==> config.mk <==
export PLATFORM = sky130hd
export DESIGN_NAME = ccb_top
export DESIGN_NICKNAME = d
export VERILOG_FILES = /design/src/hw/ccb_pkg.sv /design/src/hw/ccb_dec_if.sv /design/src/hw/ccb_decode.sv /design/src/hw/ccb_top.sv
export VERILOG_INCLUDE_DIRS = /design/src /design/src/hw
export SDC_FILE = /design/constraint.sdc
export NUM_CORES = 1
export LEC_CHECK = 0
export BUFFER_PORTS_ARGS = -buffer_cell sky130_fd_sc_hd__buf_2
export CORE_MARGIN = 2
export CORE_UTILIZATION = 43
export DETAILED_ROUTE_END_ITERATION = 6
export PLACE_DENSITY = 0.77
export SLEW_MARGIN = 10
export SYNTH_ARGS = -nofsm -noshare
export SYNTH_HDL_FRONTEND = slang
export SYNTH_SLANG_ARGS = --single-unit
==> constraint.sdc <==
create_clock -name REF_CLK -period 5.7 [get_ports REF_CLK]
set_input_delay 1.425 -clock REF_CLK [delete_from_list [all_inputs] [get_ports REF_CLK]]
set_output_delay 1.425 -clock REF_CLK [all_outputs]
set_load 0.005 [all_outputs]
==> src/hw/ccb_consts.svh <==
// constants for the coprocessor condition branch block
`ifndef CCB_CONSTS_SVH
`define CCB_CONSTS_SVH
`define CCB_OP_FPU      6'h11
`define CCB_OP_CP_TWO   6'h12
`define CCB_SUBOP       5'h08
`define CCB_OP_MSB      31
`define CCB_OP_LSB      26
`define CCB_SUB_MSB     25
`define CCB_SUB_LSB     21
`define CCB_SEL_MSB     20
`define CCB_SEL_LSB     18
`define CCB_NUL_BIT     17
`define CCB_POL_BIT     16
`define CCB_OFF_MSB     15
`define CCB_SLOT_STEP   32'h0000_0004
`define CCB_REG_CTRL    8'h00
`define CCB_REG_STATUS  8'h04
`define CCB_REG_CLEAR   8'h08
`define CCB_REG_ENABLE  8'h0C
`define CCB_REG_CODES   8'h10
`define CCB_REG_TARGET  8'h14
`define CCB_CTRL_FPU_USE 0
`define CCB_CTRL_CP_USE  1
`define CCB_CTRL_FPU_HAS 2
`define CCB_CTRL_CP_HAS  3
`define CCB_CTRL_ONE_CODE 4
`define CCB_CTRL_RST    5'h0F
`define CCB_EVT_TAKEN   0
`define CCB_EVT_NULL    1
`define CCB_EVT_UNUSE   2
`define CCB_EVT_RSVD    3
`define CCB_EVT_UNIMPL  4
`define CCB_RESP_OKAY   2'h0
`define CCB_RESP_SLVERR 2'h2
`endif

==> src/hw/ccb_pkg.sv <==
// types for the coprocessor condition branch block
package ccb_pkg;
  typedef enum logic [1:0] {CCB_EXC_NONE, CCB_EXC_UNUSABLE, CCB_EXC_RESERVED,
                            CCB_EXC_UNIMPL} ccb_exc_type;
  typedef enum logic {CCB_ST_IDLE, CCB_ST_SLOT} ccb_state_type;
endpackage : ccb_pkg

==> src/hw/ccb_dec_if.sv <==
// carrier between the branch control and the instruction decoder
`timescale 1ns/1ps
interface ccb_dec_if;
  logic [31:0] word;
  logic [31:0] pc;
  logic        is_fpu;
  logic        is_cp_two;
  logic        nullify_delay_bit;
  logic        polarity_bit;
  logic [2:0]  condition_select;
  logic [31:0] target;
  modport ctl (output word, pc, input is_fpu, is_cp_two, nullify_delay_bit, polarity_bit,
               condition_select, target);
  modport dec (input word, pc, output is_fpu, is_cp_two, nullify_delay_bit, polarity_bit,
               condition_select, target);
endinterface : ccb_dec_if

==> src/hw/ccb_decode.sv <==
// field decoder and target adder for condition branches
`timescale 1ns/1ps
`include "ccb_consts.svh"
module ccb_decode (
  ccb_dec_if.dec dif
);
  import ccb_pkg::*;

  function automatic logic [31:0] slot_target(input logic [31:0] pc, input logic [15:0] off);
    logic [31:0] disp;
    disp = {{14{off[15]}}, off, 2'b00};
    slot_target = pc + `CCB_SLOT_STEP + disp;
  endfunction : slot_target

  function automatic logic op_is(input logic [31:0] w, input logic [5:0] op);
    op_is = (w[`CCB_OP_MSB:`CCB_OP_LSB] == op) && (w[`CCB_SUB_MSB:`CCB_SUB_LSB] == `CCB_SUBOP);
  endfunction : op_is

  always_comb begin
    dif.is_fpu            = op_is(dif.word, `CCB_OP_FPU);
    dif.is_cp_two         = op_is(dif.word, `CCB_OP_CP_TWO);
    dif.condition_select  = dif.word[`CCB_SEL_MSB:`CCB_SEL_LSB];
    dif.nullify_delay_bit = dif.word[`CCB_NUL_BIT];
    dif.polarity_bit      = dif.word[`CCB_POL_BIT];
    // relative to the delay slot, never to the branch itself
    dif.target = slot_target(dif.pc, dif.word[`CCB_OFF_MSB:0]);
  end
endmodule : ccb_decode

==> src/hw/ccb_top.sv <==
// condition branch control with register slave, condition codes and interrupt
`timescale 1ns/1ps
`include "ccb_consts.svh"
module ccb_top #(
  parameter int ADDR_W = 8
) (
  input  wire logic                 REF_CLK,
  input  wire logic                 RESET_N,
  input  wire logic                 INSTR_VALID,
  input  wire logic [31:0]          INSTR_WORD,
  input  wire logic [31:0]          INSTR_PC,
  input  wire logic                 FCMP_WR_EN,
  input  wire logic [2:0]           FCMP_WR_SEL,
  input  wire logic                 FCMP_WR_VAL,
  input  wire logic [7:0]           CP_TWO_COND,
  output logic                      REDIRECT_VALID,
  output logic [31:0]               REDIRECT_PC,
  output logic                      NULLIFY_SLOT,
  output logic                      EXC_VALID,
  output ccb_pkg::ccb_exc_type      EXC_CODE,
  output logic                      IRQ,
  input  wire logic [ADDR_W-1:0]    S_AXI_AWADDR,
  input  wire logic                 S_AXI_AWVALID,
  output logic                      S_AXI_AWREADY,
  input  wire logic [31:0]          S_AXI_WDATA,
  input  wire logic [3:0]           S_AXI_WSTRB,
  input  wire logic                 S_AXI_WVALID,
  output logic                      S_AXI_WREADY,
  output logic [1:0]                S_AXI_BRESP,
  output logic                      S_AXI_BVALID,
  input  wire logic                 S_AXI_BREADY,
  input  wire logic [ADDR_W-1:0]    S_AXI_ARADDR,
  input  wire logic                 S_AXI_ARVALID,
  output logic                      S_AXI_ARREADY,
  output logic [31:0]               S_AXI_RDATA,
  output logic [1:0]                S_AXI_RRESP,
  output logic                      S_AXI_RVALID,
  input  wire logic                 S_AXI_RREADY
);
  import ccb_pkg::*;

  // reset release through two flops; assertion stays asynchronous
  logic rst_meta_q;
  logic rst_n;
  always_ff @(posedge REF_CLK or negedge RESET_N) begin
    if (!RESET_N) begin
      rst_meta_q <= 1'b0;
      rst_n      <= 1'b0;
    end else begin
      rst_meta_q <= 1'b1;
      rst_n      <= rst_meta_q;
    end
  end

  ccb_dec_if dif ();
  assign dif.word = INSTR_WORD;
  assign dif.pc   = INSTR_PC;
  ccb_decode u_decode (
    .dif (dif.dec)
  );

  // branch sequencing state
  ccb_state_type state_q, state_d;
  logic          taken_q, taken_d;
  logic          likely_q, likely_d;
  logic [31:0]   target_q, target_d;
  logic          redir_q, redir_d;
  logic [31:0]   redir_pc_q, redir_pc_d;
  logic          null_q, null_d;
  logic          exc_q, exc_d;
  ccb_exc_type   exc_code_q, exc_code_d;
  logic [7:0]    fcc_q, fcc_d;
  logic [4:0]    ctrl_q, ctrl_d;
  logic [4:0]    status_q, status_d;
  logic [4:0]    irq_en_q, irq_en_d;
  logic [4:0]    evt;
  logic [4:0]    clr_mask;
  logic          is_branch;
  logic          cond_bit;
  logic          cond_taken;
  logic          accept;
  ccb_exc_type   exc_sel;

  assign is_branch  = dif.is_fpu || dif.is_cp_two;
  // float forms read the compare codes, the others the coprocessor-2 lines
  assign cond_bit   = dif.is_fpu ? fcc_q[dif.condition_select]
                                 : CP_TWO_COND[dif.condition_select];
  assign cond_taken = (cond_bit == dif.polarity_bit);

  // reserved beats unusable beats unimplemented
  always_comb begin
    exc_sel = CCB_EXC_NONE;
    if (dif.is_fpu) begin
      if (!ctrl_q[`CCB_CTRL_FPU_HAS]) begin
        exc_sel = CCB_EXC_RESERVED;
      end else if (!ctrl_q[`CCB_CTRL_FPU_USE]) begin
        exc_sel = CCB_EXC_UNUSABLE;
      end else if (ctrl_q[`CCB_CTRL_ONE_CODE] && (dif.condition_select != 3'h0)) begin
        exc_sel = CCB_EXC_UNIMPL;
      end
    end else if (dif.is_cp_two) begin
      if (!ctrl_q[`CCB_CTRL_CP_HAS]) begin
        exc_sel = CCB_EXC_RESERVED;
      end else if (!ctrl_q[`CCB_CTRL_CP_USE]) begin
        exc_sel = CCB_EXC_UNUSABLE;
      end
    end
  end

  // the delay slot is never decoded as a branch: software keeps branches out of it
  assign accept = (state_q == CCB_ST_IDLE) && INSTR_VALID && is_branch &&
                  (exc_sel == CCB_EXC_NONE);

  always_comb begin
    state_d    = state_q;
    taken_d    = taken_q;
    likely_d   = likely_q;
    target_d   = target_q;
    redir_d    = 1'b0;
    redir_pc_d = redir_pc_q;
    null_d     = 1'b0;
    exc_d      = 1'b0;
    exc_code_d = CCB_EXC_NONE;
    evt        = 5'h00;
    case (state_q)
      CCB_ST_IDLE: begin
        if (INSTR_VALID && is_branch) begin
          if (exc_sel != CCB_EXC_NONE) begin
            exc_d      = 1'b1;
            exc_code_d = exc_sel;
            evt[`CCB_EVT_UNUSE]  = (exc_sel == CCB_EXC_UNUSABLE);
            evt[`CCB_EVT_RSVD]   = (exc_sel == CCB_EXC_RESERVED);
            evt[`CCB_EVT_UNIMPL] = (exc_sel == CCB_EXC_UNIMPL);
          end else begin
            taken_d  = cond_taken;
            likely_d = dif.nullify_delay_bit;
            target_d = dif.target;
            state_d  = CCB_ST_SLOT;
          end
        end
      end
      CCB_ST_SLOT: begin
        if (INSTR_VALID) begin
          state_d = CCB_ST_IDLE;
          if (taken_q) begin
            redir_d    = 1'b1;
            redir_pc_d = target_q;
            evt[`CCB_EVT_TAKEN] = 1'b1;
          end else if (likely_q) begin
            null_d = 1'b1;
            evt[`CCB_EVT_NULL] = 1'b1;
          end
        end
      end
      default: state_d = CCB_ST_IDLE;
    endcase
  end

  // only the compare path may touch the codes
  always_comb begin
    fcc_d = fcc_q;
    if (FCMP_WR_EN) begin
      fcc_d[FCMP_WR_SEL] = FCMP_WR_VAL;
    end
  end

  always_ff @(posedge REF_CLK or negedge rst_n) begin
    if (!rst_n) begin
      state_q    <= CCB_ST_IDLE;
      taken_q    <= 1'b0;
      likely_q   <= 1'b0;
      target_q   <= 32'h0000_0000;
      redir_q    <= 1'b0;
      redir_pc_q <= 32'h0000_0000;
      null_q     <= 1'b0;
      exc_q      <= 1'b0;
      exc_code_q <= CCB_EXC_NONE;
      fcc_q      <= 8'h00;
    end else begin
      state_q    <= state_d;
      taken_q    <= taken_d;
      likely_q   <= likely_d;
      target_q   <= target_d;
      redir_q    <= redir_d;
      redir_pc_q <= redir_pc_d;
      null_q     <= null_d;
      exc_q      <= exc_d;
      exc_code_q <= exc_code_d;
      fcc_q      <= fcc_d;
    end
  end

  assign REDIRECT_VALID = redir_q;
  assign REDIRECT_PC    = redir_pc_q;
  assign NULLIFY_SLOT   = null_q;
  assign EXC_VALID      = exc_q;
  assign EXC_CODE       = exc_code_q;
  assign IRQ            = |(status_q & irq_en_q);

  // register slave: address and data may arrive in either order
  logic              aw_have_q, aw_have_d;
  logic [ADDR_W-1:0] awaddr_q, awaddr_d;
  logic              w_have_q, w_have_d;
  logic [31:0]       wdata_q, wdata_d;
  logic [3:0]        wstrb_q, wstrb_d;
  logic              bvalid_q, bvalid_d;
  logic [1:0]        bresp_q, bresp_d;
  logic              rvalid_q, rvalid_d;
  logic [31:0]       rdata_q, rdata_d;
  logic [1:0]        rresp_q, rresp_d;
  logic              do_write;
  logic [7:0]        waddr8;
  logic [7:0]        raddr8;

  assign S_AXI_AWREADY = !aw_have_q && !bvalid_q;
  assign S_AXI_WREADY  = !w_have_q && !bvalid_q;
  assign S_AXI_ARREADY = !rvalid_q;
  assign do_write      = aw_have_q && w_have_q && !bvalid_q;
  assign waddr8        = 8'(awaddr_q);
  assign raddr8        = 8'(S_AXI_ARADDR);

  always_comb begin
    aw_have_d = aw_have_q;
    awaddr_d  = awaddr_q;
    w_have_d  = w_have_q;
    wdata_d   = wdata_q;
    wstrb_d   = wstrb_q;
    bvalid_d  = bvalid_q;
    bresp_d   = bresp_q;
    ctrl_d    = ctrl_q;
    irq_en_d  = irq_en_q;
    clr_mask  = 5'h00;
    if (S_AXI_AWVALID && S_AXI_AWREADY) begin
      aw_have_d = 1'b1;
      awaddr_d  = S_AXI_AWADDR;
    end
    if (S_AXI_WVALID && S_AXI_WREADY) begin
      w_have_d = 1'b1;
      wdata_d  = S_AXI_WDATA;
      wstrb_d  = S_AXI_WSTRB;
    end
    if (do_write) begin
      aw_have_d = 1'b0;
      w_have_d  = 1'b0;
      bvalid_d  = 1'b1;
      bresp_d   = `CCB_RESP_OKAY;
      if (waddr8 == `CCB_REG_CTRL) begin
        if (wstrb_q[0]) ctrl_d = wdata_q[4:0];
      end else if (waddr8 == `CCB_REG_CLEAR) begin
        if (wstrb_q[0]) clr_mask = wdata_q[4:0];
      end else if (waddr8 == `CCB_REG_ENABLE) begin
        if (wstrb_q[0]) irq_en_d = wdata_q[4:0];
      end else if ((waddr8 != `CCB_REG_STATUS) && (waddr8 != `CCB_REG_CODES) &&
                   (waddr8 != `CCB_REG_TARGET)) begin
        bresp_d = `CCB_RESP_SLVERR;
      end
    end else if (bvalid_q && S_AXI_BREADY) begin
      bvalid_d = 1'b0;
    end
    // a fresh event outlives a clear in the same cycle
    status_d = (status_q & ~clr_mask) | evt;
  end

  always_comb begin
    rvalid_d = rvalid_q;
    rdata_d  = rdata_q;
    rresp_d  = rresp_q;
    if (S_AXI_ARVALID && S_AXI_ARREADY) begin
      rvalid_d = 1'b1;
      rresp_d  = `CCB_RESP_OKAY;
      rdata_d  = 32'h0000_0000;
      if (raddr8 == `CCB_REG_CTRL) begin
        rdata_d[4:0] = ctrl_q;
      end else if (raddr8 == `CCB_REG_STATUS) begin
        rdata_d[4:0] = status_q;
      end else if (raddr8 == `CCB_REG_CLEAR) begin
        rdata_d = 32'h0000_0000;
      end else if (raddr8 == `CCB_REG_ENABLE) begin
        rdata_d[4:0] = irq_en_q;
      end else if (raddr8 == `CCB_REG_CODES) begin
        rdata_d[7:0] = fcc_q;
      end else if (raddr8 == `CCB_REG_TARGET) begin
        rdata_d = target_q;
      end else begin
        rresp_d = `CCB_RESP_SLVERR;
      end
    end else if (rvalid_q && S_AXI_RREADY) begin
      rvalid_d = 1'b0;
    end
  end

  always_ff @(posedge REF_CLK or negedge rst_n) begin
    if (!rst_n) begin
      aw_have_q <= 1'b0;
      awaddr_q  <= '0;
      w_have_q  <= 1'b0;
      wdata_q   <= 32'h0000_0000;
      wstrb_q   <= 4'h0;
      bvalid_q  <= 1'b0;
      bresp_q   <= `CCB_RESP_OKAY;
      rvalid_q  <= 1'b0;
      rdata_q   <= 32'h0000_0000;
      rresp_q   <= `CCB_RESP_OKAY;
      ctrl_q    <= `CCB_CTRL_RST;
      status_q  <= 5'h00;
      irq_en_q  <= 5'h00;
    end else begin
      aw_have_q <= aw_have_d;
      awaddr_q  <= awaddr_d;
      w_have_q  <= w_have_d;
      wdata_q   <= wdata_d;
      wstrb_q   <= wstrb_d;
      bvalid_q  <= bvalid_d;
      bresp_q   <= bresp_d;
      rvalid_q  <= rvalid_d;
      rdata_q   <= rdata_d;
      rresp_q   <= rresp_d;
      ctrl_q    <= ctrl_d;
      status_q  <= status_d;
      irq_en_q  <= irq_en_d;
    end
  end

  assign S_AXI_BVALID = bvalid_q;
  assign S_AXI_BRESP  = bresp_q;
  assign S_AXI_RVALID = rvalid_q;
  assign S_AXI_RDATA  = rdata_q;
  assign S_AXI_RRESP  = rresp_q;

  // checks
  logic [31:0] disp_chk;
  logic        fcc_pick;
  logic        cp_pick;
  assign disp_chk = {{14{INSTR_WORD[15]}}, INSTR_WORD[15:0], 2'b00};
  assign fcc_pick = fcc_q[INSTR_WORD[20:18]];
  assign cp_pick  = CP_TWO_COND[INSTR_WORD[20:18]];
endmodule : ccb_top

==> summary.md <==
| Metric | Value |
|---|---|
| Total Wirelength | 19.3 mm |
| CP Launch Type | primary input |
| TritonRoute pass-1 iters | 5 |
| Core area | 18100 um2 |
| Seq/Total Area, Yosys | 0.465 |
| TNS Setup | 0 ps |
| EDFF count, synth | 0 |
| Post-CTS Resized | 0 |
| First-pass GRT wire length | 30.8 mm |
| FFs w/ async S/R, synth | 1.00 |
| Final Cell Area | 9710 um2 |
| Dominant cells by area after synthesis | dfrtp_1 45%, ha_1 8.9%, mux2_2 8.8% |
| Final clock skew | 11.3 ps |
| Clock Latency Late Sink | 420 ps |
| Num CTS Buffers | 17 |
| Root buf cell | clkbuf_16 |
| H-tree lvl count | 4 |
| Post-synthesis cell area | 8030 um2 |
| Buffers on Ports | 183 |
| Grt ovf | 0 |
| Worst hold path type | flip-flop to flip-flop |
| Clock slew at reported path FFs | 60 ps |
| Final Slew Violations | 0 |
| Row cnt | 49 |
| CTS tree | yes |
| Yosys cell types | 67 |
| Final nets | 1096 |
| Share of the synthesized area in the top cell type | 0.452 |
| Gate Count Post-Synth | 722 |
| Die Ht | 141 um |
| Place WS | 1490 ps |
| Clock sinks | 149 |
| Max-cap violations | 0 |
| Final hold violations | 0 |
| Setup Buffers After CTS | 0 |
| Placed Area | 9110 um2 |
| Diode count | 0 |
| Initial antenna violation count | 0 |
| Post-synth top cells | 145 x dfrtp_1, 93 x nand2_1, 63 x mux2_2 |
| Worst-Margin Slew | 1090 ps |
| Cells on Worst Hold Path | 0 |
| Die area | 19800 um2 |
| Via count | 6184 |
| Unrepaired setup endpoints after global routing | no |
| Fill cells | 1607 |
| Largest net degree at the start of global routing | 88 |
| Max VDD drop | 0.000176 V |
| Drt drc | 0 |
| Static leakage | 0.00496 uW |
| Ys Warns | 0 |
| Share of cells above drive strength 1 | 0.346 |
| CTS Hold Bufs | 0 |
| Most used DFF post-synth | dfrtp_1 |
| Status | complete, no violations |
| Avg Inst Size Synth | 11.1 um2 |
| DR top layer | met4 |
| Via density | 5.41 |
| Reg2reg path depth | 7 |
| Total Routing Usage GR | 0.197 |
| Yosys top cell by area | dfrtp_1 |
| CP Max Fanout | 15 |
| Top-count cell post-synth | dfrtp_1 |
| Final worst-path cycle share | 0.676 |
| Slew Limit Headroom | 0.272 |
| Post-layout min period | 3850 ps |
| Crit path kind | primary input to flip-flop |
| Fmax | 260 MHz |
| RD Place Congestion | 0.826 |
| Die width | 141 um |
| Drt wl/cell | 16.9 um |
| Number of global-route vias before repair | 6047 |
| Pwr/cell area | 302 nW/um2 |
| Yosys reg bits | 149 |
| Met1 Wirelength | 8.74 mm |
| Multi-input gate area | 4080 um2 |
| CP endpoint kind | flip-flop |
| # setup viols final | 0 |
| Final worst setup slack | 1850 ps |
| Metal3 WL | 922 um |
| Clock Path Buffers | 2 |
| WP data arrival | 4120 ps |
| Count of boundary I/O pins | 216 |
| Post-route ant nets | 0 |
| CP required | 5970 ps |
| Initial core utilization | 0.442 |
| Met2 WL | 9.31 mm |
| 1st-iter DRT viols | 433 |
| Layout overhead on the synthesized area | 20.9% |
| FF/Latch Area | 3740 um2 |
| DP HPWL | 14.2 mm |
## power by group
part           switching [uW]  internal (uW)  total, uW
sequential               94.4           1160       1250
combinational             289            257        546
clock                     427            712       1140
## metal layers
metal / global-route usage / vias up
met5: 0 / -
met4: 0.0642 / 0
met3: 0.0418 / 24
met2: 0.325 / 178
met1: 0.263 / 2991
li1: - / 2991
## critical path: stages
cell     delay [ps]
buf_2           290
ha_1            300
ha_1            390
and3_1          220
nand2_1          70
nor4_1          570
o32a_1          360
a31oi_1         120
xnor2_1         270
o21ai_1          90
## path summary, 6_finish.rpt
path	start	endpoint	slack [ps]
max reg2reg	ctrl_q[4]	target_q[0]	3250
min reg2reg	rst_meta_q	rst_n	350
max	INSTR_WORD[15]	target_q[26]	1850
min in group asynchronous	rst_n	target_q[2]	530
max in group asynchronous	rst_n	S_AXI_RDATA[9]	3740
min	rst_meta_q	rst_n	350
## sequential cells by signal (all words and copies together) (netlist names), 2 cells and up
name / cells
EXC_CODE: 2
irq_en_q: 5
ctrl_q: 5
REDIRECT_PC: 32
wdata_q: 5
target_q: 32
S_AXI_RDATA: 32
awaddr_q: 8
status_q: 5
fcc_q: 8
## cell type report
cell class                 instances  area share
inverter                          21     0.00812
sequential                       149       0.385
multi-input combinational        527       0.420
clock inverter                     8      0.0130
clock buffer                      24      0.0486
timing repair buffer             185      0.0959
tap                              229      0.0295
## cell families (layout without fill, tap and decap cells)
| group | count (synthesis) | count (layout) | synth area share |
|---|---|---|---|
| muxes | 80 | 80 | 0.120 |
| DFF | 149 | 149 | 0.465 |
| xor gates and xnor gates | 30 | 30 | 0.0327 |
| buffers and inverters | 47 | 238 | 0.0298 |
| AOI/OAI and AO/OA | 187 | 187 | 0.158 |
| other | 2 | 3 | 0.000935 |
| and+or+nand+nor | 169 | 169 | 0.103 |
| adders and majority gates | 58 | 58 | 0.0913 |
## per-stage QoR
step | hold slack, ps | power [uW] | cells | util
6_report | 349 | 2940 | 1143 | 0.535
5_1_grt | 356 | 3080 | 1143 | 0.535
4_1_cts | 351 | 2950 | 1143 | 0.535
3_5_place_dp | 338 | 1810 | 1111 | 0.502
3_3_place_gp | 336 | 1790 | 1111 | 0.502
2_1_floorplan | 331 | 1630 | 723 | -
## layout by cell type (no fill, tap or decap), drive strengths merged, types with 7 or more instances in the layout
cell    count
buf       185
dfrtp     145
nand2      93
mux2       67
o21ai      66
ha         57
a21oi      36
a22o       27
clkbuf     24
inv        21
nor2       20
xor2       19
xnor2      11
a21o       10
nor3        9
mux2i       8
o21a        7
nand4       7
(Power assumes the default switching activity.)
